[src/shared/oss_pkg.sv]
// Constants shared by the octal switch serial control port
package oss_pkg;
  localparam int unsigned CHANNELS = 8;
  // AXI4-Lite register byte addresses
  localparam logic [7:0] ADDR_CMD = 8'h00;
  localparam logic [7:0] ADDR_STAT = 8'h04;
  localparam logic [7:0] ADDR_FAULT = 8'h08;
  // Field positions inside the status register
  localparam int unsigned STAT_OV_BIT = 8;
  localparam int unsigned STAT_ARMED_BIT = 9;
  localparam int unsigned STAT_SEL_BIT = 10;
  localparam int unsigned STAT_SPD_BIT = 11;
  // Reset values
  localparam logic [7:0] CMD_ALL_OFF = 8'hff;
  localparam logic [7:0] SHIFT_CLEAR = 8'h00;
  // AXI responses
  localparam logic [1:0] RESP_OKAY = 2'h0;
  localparam logic [1:0] RESP_SLVERR = 2'h2;
  // Fault delay timer after select rise
  localparam int unsigned CLK_MHZ = 100;
  localparam int unsigned FAULT_DELAY_US = 100;
  localparam int unsigned FAULT_DELAY_CYC = FAULT_DELAY_US * CLK_MHZ;
endpackage

[src/shared/oss_pins_if.sv]
// Synchronised serial pin levels passed from the sampler to the core
`timescale 1ns/100ps
interface oss_pins_if;
  logic sel_n;
  logic sclk;
  logic sdi;
  modport src (output sel_n, output sclk, output sdi);
  modport dst (input sel_n, input sclk, input sdi);
endinterface

[src/rtl/oss_sync.sv]
// Two-flop synchroniser for the serial pins
`timescale 1ns/100ps
module oss_sync
(
  // Clock and reset
  input wire logic clk,
  input wire logic reset_n,
  // Raw pins
  input wire logic sel_n_pin,
  input wire logic sclk_pin,
  input wire logic sdi_pin,
  // Synchronised levels
  oss_pins_if.src pins
);
  logic [2:0] meta_q;
  logic [2:0] sync_q;

  always_ff @(posedge clk or negedge reset_n)
  begin
    if (!reset_n)
    begin
      meta_q <= 3'h1;
      sync_q <= 3'h1;
    end
    else
    begin
      meta_q <= {sdi_pin, sclk_pin, sel_n_pin};
      sync_q <= meta_q;
    end
  end

  assign pins.sel_n = sync_q[0];
  assign pins.sclk = sync_q[1];
  assign pins.sdi = sync_q[2];
endmodule

[src/rtl/oss_top.sv]
// Serial control port of an eight-channel low-side switch with AXI4-Lite mirror
// Contract
// Serial transfers happen only while select is low.
// Select rising copies the shift register into the switch controls.
// Select falling loads present drain states into the shift register.
// Serial output driver enabled when select goes low, otherwise high impedance.
// Serial input sampled into shift register on serial clock falling edge.
// Serial output advances on serial clock rising edge.
// Host keeps serial clock low during select transitions.
// Host should keep serial clock low while deselected.
// While deselected, clock and data ignored, output high impedance.
// Command one means OFF, zero means ON, applied at select rise.
// Frame is eight bits, MSB first, first bit is output 7.
// Host keeps serial input stable around serial clock rise.
// Status bit high for OFF unfaulted, low for ON unfaulted.
// Returned status reflects previously latched command.
// Command and status both shift MSB first, first status bit output 7.
// Clear input does not affect the serial output.
// Clear low empties the shift register and forces all outputs OFF.
// Host holds clear low at power-up until supplies are adequate.
// Host holds clear low at least 250 ns per reset.
// Host should assert clear after a load supply dip.
// Strap high keeps shorted output ON in current limit.
// Strap low latches off only the shorted output.
// After over-voltage shutdown next status word is all ones.
// Select rise starts fault delay timer; detection disabled until expiry.
// Latched-off output stays OFF until a later command requests ON.
// Plain eight-stage shifter; only last eight bits latched.
`timescale 1ns/100ps
module oss_top
  import oss_pkg::*;
#(
  parameter int unsigned FAULT_DELAY = FAULT_DELAY_CYC
)
(
  // Clock and reset
  input wire logic CLK,
  input wire logic RESET_N,
  // Serial link pins
  input wire logic SEL_N,
  input wire logic SCLK,
  input wire logic SDI,
  output logic SDO,
  output logic SDO_OE,
  // Device pins
  input wire logic CLEAR_N,
  input wire logic SHORT_PROTECT_DISABLE,
  input wire logic LOAD_SUPPLY_OV,
  input wire logic [CHANNELS-1:0] SHORT_DET,
  input wire logic [CHANNELS-1:0] THERMAL_DET,
  output logic [CHANNELS-1:0] SWITCH_OFF,
  // AXI4-Lite write channels
  input wire logic [7:0] S_AXI_AWADDR,
  input wire logic S_AXI_AWVALID,
  output logic S_AXI_AWREADY,
  input wire logic [31:0] S_AXI_WDATA,
  input wire logic [3:0] S_AXI_WSTRB,
  input wire logic S_AXI_WVALID,
  output logic S_AXI_WREADY,
  output logic [1:0] S_AXI_BRESP,
  output logic S_AXI_BVALID,
  input wire logic S_AXI_BREADY,
  // AXI4-Lite read channels
  input wire logic [7:0] S_AXI_ARADDR,
  input wire logic S_AXI_ARVALID,
  output logic S_AXI_ARREADY,
  output logic [31:0] S_AXI_RDATA,
  output logic [1:0] S_AXI_RRESP,
  output logic S_AXI_RVALID,
  input wire logic S_AXI_RREADY
);
  // ----------------------------------------------------------------
  // Pin synchronisation
  // ----------------------------------------------------------------
  oss_pins_if pins ();
  logic [4:0] meta_q;
  logic [4:0] sync_q;
  logic sel_n_prev_q;
  logic sclk_prev_q;

  initial
  begin
    if (CHANNELS != 8 || FAULT_DELAY < 1)
      $error("Unsupported oss_top parameters");
  end

  oss_sync u_sync
  (
    .clk(CLK),
    .reset_n(RESET_N),
    .sel_n_pin(SEL_N),
    .sclk_pin(SCLK),
    .sdi_pin(SDI),
    .pins(pins)
  );

  // Clear, strap and supply are also foreign levels
  always_ff @(posedge CLK or negedge RESET_N)
  begin
    if (!RESET_N)
    begin
      meta_q <= 5'h01;
      sync_q <= 5'h01;
    end
    else
    begin
      meta_q <= {1'b0, 1'b0, LOAD_SUPPLY_OV, SHORT_PROTECT_DISABLE, CLEAR_N};
      sync_q <= meta_q;
    end
  end

  // Per-output sense lines come from the analog side, so they are foreign too
  logic [2*CHANNELS-1:0] det_meta_q;
  logic [2*CHANNELS-1:0] det_sync_q;
  always_ff @(posedge CLK or negedge RESET_N)
  begin
    if (!RESET_N)
    begin
      det_meta_q <= '0;
      det_sync_q <= '0;
    end
    else
    begin
      det_meta_q <= {THERMAL_DET, SHORT_DET};
      det_sync_q <= det_meta_q;
    end
  end

  logic [CHANNELS-1:0] short_s;
  logic [CHANNELS-1:0] therm_s;
  assign short_s = det_sync_q[CHANNELS-1:0];
  assign therm_s = det_sync_q[2*CHANNELS-1:CHANNELS];

  logic clear_n_s;
  logic spd_s;
  logic ov_s;
  assign clear_n_s = sync_q[0];
  assign spd_s = sync_q[1];
  assign ov_s = sync_q[2];

  always_ff @(posedge CLK or negedge RESET_N)
  begin
    if (!RESET_N)
    begin
      sel_n_prev_q <= 1'b1;
      sclk_prev_q <= 1'b0;
    end
    else
    begin
      sel_n_prev_q <= pins.sel_n;
      sclk_prev_q <= pins.sclk;
    end
  end

  logic sel_fall;
  logic sel_rise;
  logic sclk_fall;
  logic sclk_rise;
  // Clock edges only count while selected
  assign sel_fall = sel_n_prev_q && !pins.sel_n;
  assign sel_rise = !sel_n_prev_q && pins.sel_n;
  assign sclk_fall = !pins.sel_n && !sel_n_prev_q && sclk_prev_q && !pins.sclk; // see R1
  assign sclk_rise = !pins.sel_n && !sel_n_prev_q && !sclk_prev_q && pins.sclk;

  // ----------------------------------------------------------------
  // Shift register and serial output
  // ----------------------------------------------------------------
  logic [CHANNELS-1:0] shift_q;
  logic [CHANNELS-1:0] cmd_q;
  logic [CHANNELS-1:0] drain_off;
  logic sdo_q;
  logic sdo_oe_q;
  logic ov_latch_q;

  always_ff @(posedge CLK or negedge RESET_N)
  begin
    if (!RESET_N)
      shift_q <= SHIFT_CLEAR;
    else if (!clear_n_s)
      shift_q <= SHIFT_CLEAR;
    else if (sel_fall)
      shift_q <= drain_off; // see R3 see R13
    else if (sclk_fall)
      shift_q <= {shift_q[CHANNELS-2:0], pins.sdi}; // see R5 see R11 see R15
  end

  // Output pin follows the MSB; clear deliberately not involved
  always_ff @(posedge CLK or negedge RESET_N)
  begin
    if (!RESET_N)
    begin
      sdo_q <= 1'b0;
      sdo_oe_q <= 1'b0;
    end
    else
    begin
      sdo_oe_q <= !pins.sel_n; // see R4 see R9
      if (sel_fall)
        sdo_q <= drain_off[CHANNELS-1];
      else if (sclk_rise)
        sdo_q <= shift_q[CHANNELS-1];
    end
  end

  // ----------------------------------------------------------------
  // Command latch, over-voltage and faults
  // ----------------------------------------------------------------
  logic [CHANNELS-1:0] fault_off_q;
  logic [$clog2(FAULT_DELAY+1)-1:0] delay_q;
  logic armed;
  assign armed = (delay_q == '0);

  always_ff @(posedge CLK or negedge RESET_N)
  begin
    if (!RESET_N)
      cmd_q <= CMD_ALL_OFF;
    else if (!clear_n_s || ov_s)
      cmd_q <= CMD_ALL_OFF;
    else if (sel_rise)
      cmd_q <= shift_q; // see R2
  end

  // Over-voltage forces OFF until reprogrammed after it ends
  always_ff @(posedge CLK or negedge RESET_N)
  begin
    if (!RESET_N)
      ov_latch_q <= 1'b0;
    else if (ov_s)
      ov_latch_q <= 1'b1;
    else if (sel_rise)
      ov_latch_q <= 1'b0;
  end

  always_ff @(posedge CLK or negedge RESET_N)
  begin
    if (!RESET_N)
      delay_q <= '0;
    else if (sel_rise)
      delay_q <= ($clog2(FAULT_DELAY+1))'(FAULT_DELAY);
    else if (!armed)
      delay_q <= delay_q - 1'b1;
  end

  // Latch-off clears only when a new command asks for ON again
  always_ff @(posedge CLK or negedge RESET_N)
  begin
    if (!RESET_N)
      fault_off_q <= '0;
    else
      for (int i = 0; i < CHANNELS; i++)
      begin
        if (armed && !spd_s && short_s[i] && !cmd_q[i])
          fault_off_q[i] <= 1'b1;
        else if (sel_rise && !shift_q[i])
          fault_off_q[i] <= 1'b0;
      end
  end

  // Strap high: short stays ON in current limit; thermal still turns off
  assign drain_off = cmd_q | fault_off_q | therm_s | {CHANNELS{ov_latch_q}}; // see R21

  always_ff @(posedge CLK or negedge RESET_N)
  begin
    if (!RESET_N)
      SWITCH_OFF <= CMD_ALL_OFF;
    else
      SWITCH_OFF <= drain_off;
  end

  assign SDO = sdo_q;
  assign SDO_OE = sdo_oe_q;

  // ----------------------------------------------------------------
  // AXI4-Lite slave
  // ----------------------------------------------------------------
  logic aw_q;
  logic w_q;
  logic wrdy_q;
  logic arready_q;
  logic [7:0] awaddr_q;
  logic bvalid_q;
  logic [1:0] bresp_q;
  logic rvalid_q;
  logic [31:0] rdata_q;
  logic [1:0] rresp_q;

  always_ff @(posedge CLK or negedge RESET_N)
  begin
    if (!RESET_N)
    begin
      aw_q <= 1'b0;
      w_q <= 1'b0;
      awaddr_q <= 8'h00;
      bvalid_q <= 1'b0;
      bresp_q <= RESP_OKAY;
    end
    else
    begin
      if (S_AXI_AWVALID && !aw_q && !bvalid_q)
      begin
        aw_q <= 1'b1;
        awaddr_q <= S_AXI_AWADDR;
      end
      if (S_AXI_WVALID && !w_q && !bvalid_q)
        w_q <= 1'b1;
      if (wrdy_q)
      begin
        aw_q <= 1'b0;
        w_q <= 1'b0;
        bvalid_q <= 1'b1;
        bresp_q <= (awaddr_q == ADDR_FAULT) ? RESP_OKAY : RESP_SLVERR;
      end
      else if (bvalid_q && S_AXI_BREADY)
        bvalid_q <= 1'b0;
    end
  end

  // Ready is a registered pulse once both halves are held
  always_ff @(posedge CLK or negedge RESET_N)
  begin
    if (!RESET_N)
      wrdy_q <= 1'b0;
    else
      wrdy_q <= aw_q && w_q && !wrdy_q;
  end

  always_ff @(posedge CLK or negedge RESET_N)
  begin
    if (!RESET_N)
      arready_q <= 1'b0;
    else
      arready_q <= S_AXI_ARVALID && !rvalid_q && !arready_q;
  end

  // Writes only arm the software fault-injection mask; serial owns the command
  logic [CHANNELS-1:0] inject_q;
  always_ff @(posedge CLK or negedge RESET_N)
  begin
    if (!RESET_N)
      inject_q <= '0;
    else if (wrdy_q && awaddr_q == ADDR_FAULT && S_AXI_WSTRB[0])
      inject_q <= S_AXI_WDATA[CHANNELS-1:0];
  end

  always_ff @(posedge CLK or negedge RESET_N)
  begin
    if (!RESET_N)
    begin
      rvalid_q <= 1'b0;
      rdata_q <= 32'h0;
      rresp_q <= RESP_OKAY;
    end
    else if (S_AXI_ARVALID && !rvalid_q)
    begin
      rvalid_q <= 1'b1;
      rresp_q <= RESP_OKAY;
      rdata_q <= 32'h0;
      case (S_AXI_ARADDR)
        ADDR_CMD: rdata_q[CHANNELS-1:0] <= cmd_q;
        ADDR_STAT:
        begin
          rdata_q[CHANNELS-1:0] <= drain_off;
          rdata_q[STAT_OV_BIT] <= ov_latch_q;
          rdata_q[STAT_ARMED_BIT] <= armed;
          rdata_q[STAT_SEL_BIT] <= !pins.sel_n;
          rdata_q[STAT_SPD_BIT] <= spd_s;
        end
        ADDR_FAULT: rdata_q[CHANNELS-1:0] <= fault_off_q | inject_q;
        default: rresp_q <= RESP_SLVERR;
      endcase
    end
    else if (rvalid_q && S_AXI_RREADY)
      rvalid_q <= 1'b0;
  end

  assign S_AXI_AWREADY = wrdy_q;
  assign S_AXI_WREADY = wrdy_q;
  assign S_AXI_BVALID = bvalid_q;
  assign S_AXI_BRESP = bresp_q;
  assign S_AXI_ARREADY = arready_q;
  assign S_AXI_RVALID = rvalid_q;
  assign S_AXI_RDATA = rdata_q;
  assign S_AXI_RRESP = rresp_q;
endmodule

[config.mk]
export PLATFORM = sky130hd
export DESIGN_NAME = oss_top
export DESIGN_NICKNAME = d
export VERILOG_FILES = /design/src/shared/oss_pkg.sv /design/src/shared/oss_pins_if.sv /design/src/rtl/oss_sync.sv /design/src/rtl/oss_top.sv
export SDC_FILE = /design/constraint.sdc
export NUM_CORES = 1
export LEC_CHECK = 0
export ABC_AREA = 1
export BUFFER_PORTS_ARGS = -buffer_cell sky130_fd_sc_hd__buf_2
export CAP_MARGIN = 20
export CORE_MARGIN = 2
export CORE_UTILIZATION = 50
export CTS_BUF_LIST = sky130_fd_sc_hd__clkbuf_8
export CTS_CLUSTER_DIAMETER = 60
export CTS_CLUSTER_SIZE = 10
export DETAILED_ROUTE_END_ITERATION = 10
export GPL_ROUTABILITY_DRIVEN = 0
export PLACE_DENSITY = 0.79
export SLEW_MARGIN = 0
export SYNTH_ARGS = -nofsm -noshare
export SYNTH_HDL_FRONTEND = slang
export SYNTH_HIERARCHICAL = 1
export SYNTH_SLANG_ARGS = --single-unit
[constraint.sdc]
create_clock -name CLK -period 1.47 [get_ports CLK]
set_clock_uncertainty 0.2 [all_clocks]
set_input_delay 0.147 -clock CLK [delete_from_list [all_inputs] [get_ports CLK]]
set_output_delay 0.147 -clock CLK [all_outputs]
set_load 0.1 [all_outputs]
==> results.md, run 1 <==
* Layout cells sized above 1 at 42.4%
* Nets at 838
* Fin. max-slew vios at 0
* Syn Std Cell Area at 0.00531 mm²
* Final WL at 15,200 µm
* Final ANT Viol Nets at 0
* # fillers at 571
* GRT overflow at 0
* Syn_area_per_cell at 9.63 µm²
* Ant diodes at 0
* Port Buffers at 82
* Synth warn at 6
* Vias at 4,778
* Area Growth Syn to Fin at 51.7%
* Final worst slack at -0.171 ns
* H-tree level count at 4
* Worst Path Class, Setup: reg2reg
* Clk Tree Root Cell: clkbuf_8
* Period utilisation layout at 112%
* Fin area at 0.00805 mm²
* Die footprint at 0.0115 mm²
* Layout Utilization at 78.0%
* Outcome: complete, but fails checks
* Setup crit end kind: flip-flop
* Largest net degree at the start of global routing at 40
* DRT iter0 DRCs at 390
* Worst min path class: in2async
* Synth cell types at 30
* CORE AREA at 0.0103 mm²
* Inserted Clock Buffers at 17
* Clock transition at the registers of the reported paths at 0.07 ns
* WHS at -0.0404 ns
* Leakage at 3.98 nW
* CTS tree: done
* Register area share after synthesis at 62.3%
* Die Ht at 107 µm
* DP HPWL at 8220 µm
* Number of top-level pins at 132
* Power Dens Cells at 1310 mW/mm²
* Number of synthesized register bits at 131
* DRT Pass-1 Iters at 7
* WL per Instance at 16.8 µm
* RSZ-0062 raised after global routing: true
* Tmin final at 1.64 ns
* Latest clock arrival within the worst-skew pair at 0.44 ns
* Startpoint type of the worst setup path: flip-flop
* Final setup violation count at 59
* DRC viols at 0
* Maxcap violations at 0
* First-pass GRT wire length at 20,700 µm
* Setup TNS at -4.07 ns
* Syn Inst Count at 551
* Vias per Instance at 5.28
* DP Area at 0.00634 mm²
* Initial antenna violation count at 0
* Placed Cells at 798
* WP data required at 1.64 ns
* Failing checks: negative hold slack, negative setup slack
* Cts hold-fix bufs at 48
* GRT Overall Usage at 23.4%
* Hold Vio Cnt, Final at 14
* Initial Util at 51.4%
* FMAX at 0.609 GHz
* Reg area at 0.00332 mm²
* Multi-input gate area in the final layout at 0.00211 mm²
* Critical Path Fanout Max at 8
* Rows at 37
* CP arrival at 1.81 ns
* Vias in the first global route at 4,455
* Clock tree buffer depth at 2
* CTS Sinks at 131
* VDD IR max at 0.00114 V
* Die span in x at 107 µm
* Non-filler cells, final at 905
-- worst max-delay path, cell delays in order, from the launching register on --
cell and delay [ns]:
dfrtp_1 0.46, nor2_4 0.18, nand2_4 0.08, nor2_4 0.11, nand2_4 0.12, nor2_8 0.19, nand3_1 0.13, nand2_1 0.09
-- cell usage after synthesis --
library cell / number / area (µm²)
a211oi_1: 1 / 7.51
a21oi_1: 7 / 35.0
buf_1: 1 / 3.75
buf_2: 4 / 20.0
buf_4: 24 / 180
buf_6: 1 / 11.3
clkbuf_1: 1 / 3.75
clkinv_1: 2 / 7.51
conb_1: 1 / 3.75
dfrtp_1: 110 / 2750
dfstp_2: 21 / 552
ha_1: 1 / 12.5
inv_1: 45 / 169
inv_2: 2 / 7.51
mux2_2: 7 / 78.8
nand2_1: 141 / 529
nand2_2: 1 / 6.26
nand2_4: 1 / 11.3
nand3_1: 62 / 310
nand3_2: 2 / 20.0
nand4_1: 6 / 37.5
nor2_1: 52 / 195
nor2_2: 4 / 25.0
nor2_4: 3 / 33.8
nor2_8: 1 / 20.0
o211ai_1: 1 / 7.51
o21ai_0: 34 / 170
o21ai_1: 1 / 5.00
o21bai_1: 2 / 15.0
or2_2: 12 / 75.1
-- flip-flops by register name (all words and copies together) (netlist names), 8 cells and up --
name and flops:
fault_off_q 8, cmd_q 8, awaddr_q 8, det_sync_q 16, inject_q 8, S_AXI_RDATA 12
delay_q 14, SWITCH_OFF 8, shift_q 8, det_meta_q 16
-- final timing paths --
path,from,endpoint,slack [ns],depth (start not counted)
min in group CLK,S_AXI_ARADDR[1],S_AXI_RRESP[1],0.03,5
min reg2reg,det_meta_q[15],det_sync_q[15],0.15,0
max reg2reg,delay_q[2],fault_off_q[1],-0.17,7
min,RESET_N,S_AXI_BVALID,-0.04,2
max in group asynchronous,RESET_N,SWITCH_OFF[4],0.54,3
max,delay_q[2],fault_off_q[1],-0.17,7
-- power breakdown --
group	internal, W	switching (W)	leakage (nW)	total, W
Combinational	0.00116	0.00174	2.18	0.00290
Sequential	0.00403	0.000324	1.57	0.00436
Clock	0.00191	0.00139	0.227	0.00330
Total	0.00710	0.00346	3.98	0.0106
-- per-stage QoR --
stage	worst slack [ns]	power [W]
after floorplan	0.00462	0.00584
after global placement	-0.0575	0.00652
after detailed placement	-0.107	0.00662
after CTS	-0.114	0.0101
after global routing	-0.235	0.0110
final	-0.171	0.0106
-- layout by cell type, fill, tap and decap left out, drive strengths merged --
master,Yosys,final
a211oi,1,1
nand3,64,65
nand4,6,6
clkbuf,1,20
o21bai,2,2
dfstp,21,21
clkinvlp,0,2
bufinv,0,4
conb,1,22
o21ai,35,35
o211ai,1,1
dlygate4sd3,0,48
buf,30,145
inv,47,51
ha,1,1
mux2,7,7
clkinv,2,6
or2,12,12
a21oi,7,7
nor2,60,60
nand2,143,143
dfrtp,110,110
-- area by class of cell --
type                    instances  area share, %
clock buffers                  19           3.25
flip-flops and latches        131           41.2
repair inverters                1          0.140
clock inverters                13           2.10
repair buffers                194           22.4
inverters                      49           2.58
multi-input cells             362           26.3
well taps                     136           2.11
-- timing repair --
action	4_1_cts	5_1_grt
setup endpoints to repair	58	79
setup buffers	8	17
endpoints found under the hold margin	177	14
cloned	1	2
pin swaps	13	37
resized for setup	46	134
-- kinds of logic after synthesis --
logic type / synth area share, %
AND/OR/NAND/NOR: 23.8
multiplexers: 1.49
flip-flops: 62.3
buffers and inverters: 7.59
AO/OA/AOI/OAI: 4.53
adder cells (fa/ha/maj): 0.236
other: 0.0707
-- per-layer routing --
metal	track usage, %	share of wire (%)
met5	0	0
met4	7.14	3.3
met3	6.14	7.8
met2	41.1	52
met1	28.4	37
(Power assumes the default switching activity.)
==> run 2, diff against run 1 <==
--- a/config.mk
+++ b/config.mk
@@ -16,7 +16,8 @@
 export DETAILED_ROUTE_END_ITERATION = 10
 export GPL_ROUTABILITY_DRIVEN = 0
 export PLACE_DENSITY = 0.79
-export SLEW_MARGIN = 0
+export REMOVE_ABC_BUFFERS = 1
+export SLEW_MARGIN = 5
 export SYNTH_ARGS = -nofsm -noshare
 export SYNTH_HDL_FRONTEND = slang
 export SYNTH_HIERARCHICAL = 1
==> results.md, run 2 (synthesized netlist as in run 1, its figures left out) <==
* Die footprint at 0.0115 mm²
* Number of top-level pins at 132
* Reg-to-reg startpoint: u_sync/sync_q[0]
* Rows at 37
* Die span in x at 107 µm
* Worst Path Class, Setup: reg2reg
* WP data required at 1.60 ns
* H-tree level count at 4
* Final worst slack at -0.208 ns
* Switching Share at 33.7%
* Hold Vio Cnt, Final at 0
* Crit path launch: u_sync/sync_q[0]
* CP arrival at 1.81 ns
* FMAX at 0.596 GHz
* Cell Chain, Critical Path: buf_6 > buf_6 > nor2_4 > nand2_4 > buf_12 > nand3_4 > o21ai_1
* Most used cell, CP: buf_6
* CTS Sinks at 131
* Fin. max-slew vios at 0
* Startpoint type of the worst setup path: flip-flop
* Final setup violation count at 50
* Max incr delay on CP at 0.57 ns
* Layout Utilization at 76.8%
* Most common cell after layout, fill and taps aside: nand2_1
* Tmin final at 1.68 ns
* Outcome: complete, but fails checks
* Clk Tree Root Cell: clkbuf_8
* DRT iter0 DRCs at 397
* Setup crit end kind: flip-flop
* Worst min path class: in2reg
* Setup WS pre-CTS at -0.153 ns
* CORE AREA at 0.0103 mm²
* Largest net degree at the start of global routing at 58
* Inserted Clock Buffers at 17
* Area Growth Syn to Fin at 49.3%
* Slew HR at 63.4%
* WHS at 0.0169 ns
* Clock tree buffer depth at 2
* First-pass GRT wire length at 21,500 µm
* Initial antenna violation count at 0
* Vias per Instance at 5.31
* DP HPWL at 7870 µm
* Clk pwr share at 30.0%
* Worst Max-Slew Pin Slew at 0.545 ns
* Final ANT Viol Nets at 0
* Die Ht at 107 µm
* RSZ-0062 raised after global routing: true
* Port Buffers at 82
* GRT overflow at 0
* Logic pwr share at 27.8%
* Leakage at 3.92 nW
* Period utilisation layout at 114%
* Hold Crit Start: S_AXI_ARADDR[0]
* Initial Util at 51.4%
* Vias at 4,764
* Largest registers: det_meta_q x16, det_sync_q x16, delay_q x14
* Most frequent cells in the layout: 118 x nand2_1, 105 x dfrtp_1, 52 x buf_2
* Failing checks: negative setup slack
* DRT Pass-1 Iters at 6
* Setup TNS at -5.43 ns
* Flop pwr share at 42.2%
* Final WL at 15,500 µm
* Nets at 831
* CTS tree: done
* # fillers at 570
* VDD IR max at 0.00115 V
* Power Dens Cells at 1300 mW/mm²
* Ant diodes at 0
* Critical Path Fanout Max at 8
* GRT Overall Usage at 24.4%
* Maxcap violations at 0
* Clock transition at the registers of the reported paths at 0.08 ns
* Vias in the first global route at 4,621
* WL per Instance at 17.2 µm
* Latest clock arrival within the worst-skew pair at 0.43 ns
* Crit-path slowest cell: dfstp_2
* DRC viols at 0
* Internal power at 0.00685 W
* Layout cells sized above 1 at 40.4%
* NetSw at 0.00348 W
run 2: changes by cell type in the layout (fill, tap and decap cells not counted), sizes merged:
cell / delta
buf: -7
bufinv: -1
clkinv: -2
clkinvlp: +2
dlygate4sd3: +1
run 2: timing repair:
action	in CTS	in global routing
gates cloned	2	1
gates resized for setup	67	116
endpoints found under the hold margin	175	0
hold buffers	49	0
setup buffers	10	9
pin swaps	14	27
endpoints found under the setup margin	66	77
run 2: worst max-delay path, delay by kind of cell, from the launching register on:
kind	cells	cell delay [ns]
AND/OR/NAND/NOR	3	0.27
flip-flops	1	0.57
AO/OA/AOI/OAI	1	0.23
buffers and inverters	3	0.31
run 2: cell type report:
class / count / area [µm²] / area share, %
Sequential cell: 131 / 3310 / 41.8
Multi-Input combinational cell: 362 / 2110 / 26.6
Timing Repair Buffer: 188 / 1740 / 21.9
Clock buffer: 19 / 262 / 3.30
Inverter: 49 / 191 / 2.42
Tap cell: 136 / 170 / 2.15
Clock inverter: 13 / 145 / 1.83
run 2: per-stage QoR:
step	total power, W	cell area (µm²)	std cells
after floorplan	0.00567	5170	541
after global placement	0.00633	6260	798
after detailed placement	0.00644	6260	798
after CTS	0.00978	7480	890
after global routing	0.0107	7920	898
final	0.0103	7920	898
run 2: layer usage:
layer	GRT usage, %	vias to the layer above	wire [µm]	part of all wire [%]
met2	41.2	312	7840	51
met1	29.0	2254	5660	37
li1	-	2119	-	-
met3	7.72	79	1320	8.5
met4	9.83	0	657	4.2
met5	0	-	0	0
run 2: power groups by stage:
stage               clock network, W  logic (W)  registers (W)
floorplan                          0    0.00101        0.00467
global placement                   0    0.00205        0.00429
detailed placement                 0    0.00212        0.00432
CTS                          0.00310    0.00240        0.00428
global route                 0.00330    0.00304        0.00440
finish                       0.00310    0.00287        0.00436
run 2: path summary, 6_finish.rpt:
check / to / cells past startpoint / slack [ns]
max in group asynchronous: S_AXI_RVALID / 3 / 0.27
min in group asynchronous: shift_q[0] / 3 / 0.10
setup / recovery: shift_q[2] / 7 / -0.21
hold / removal: S_AXI_RRESP[1] / 5 / 0.02
setup reg to reg: shift_q[2] / 7 / -0.21
hold reg to reg: det_sync_q[4] / 0 / 0.15
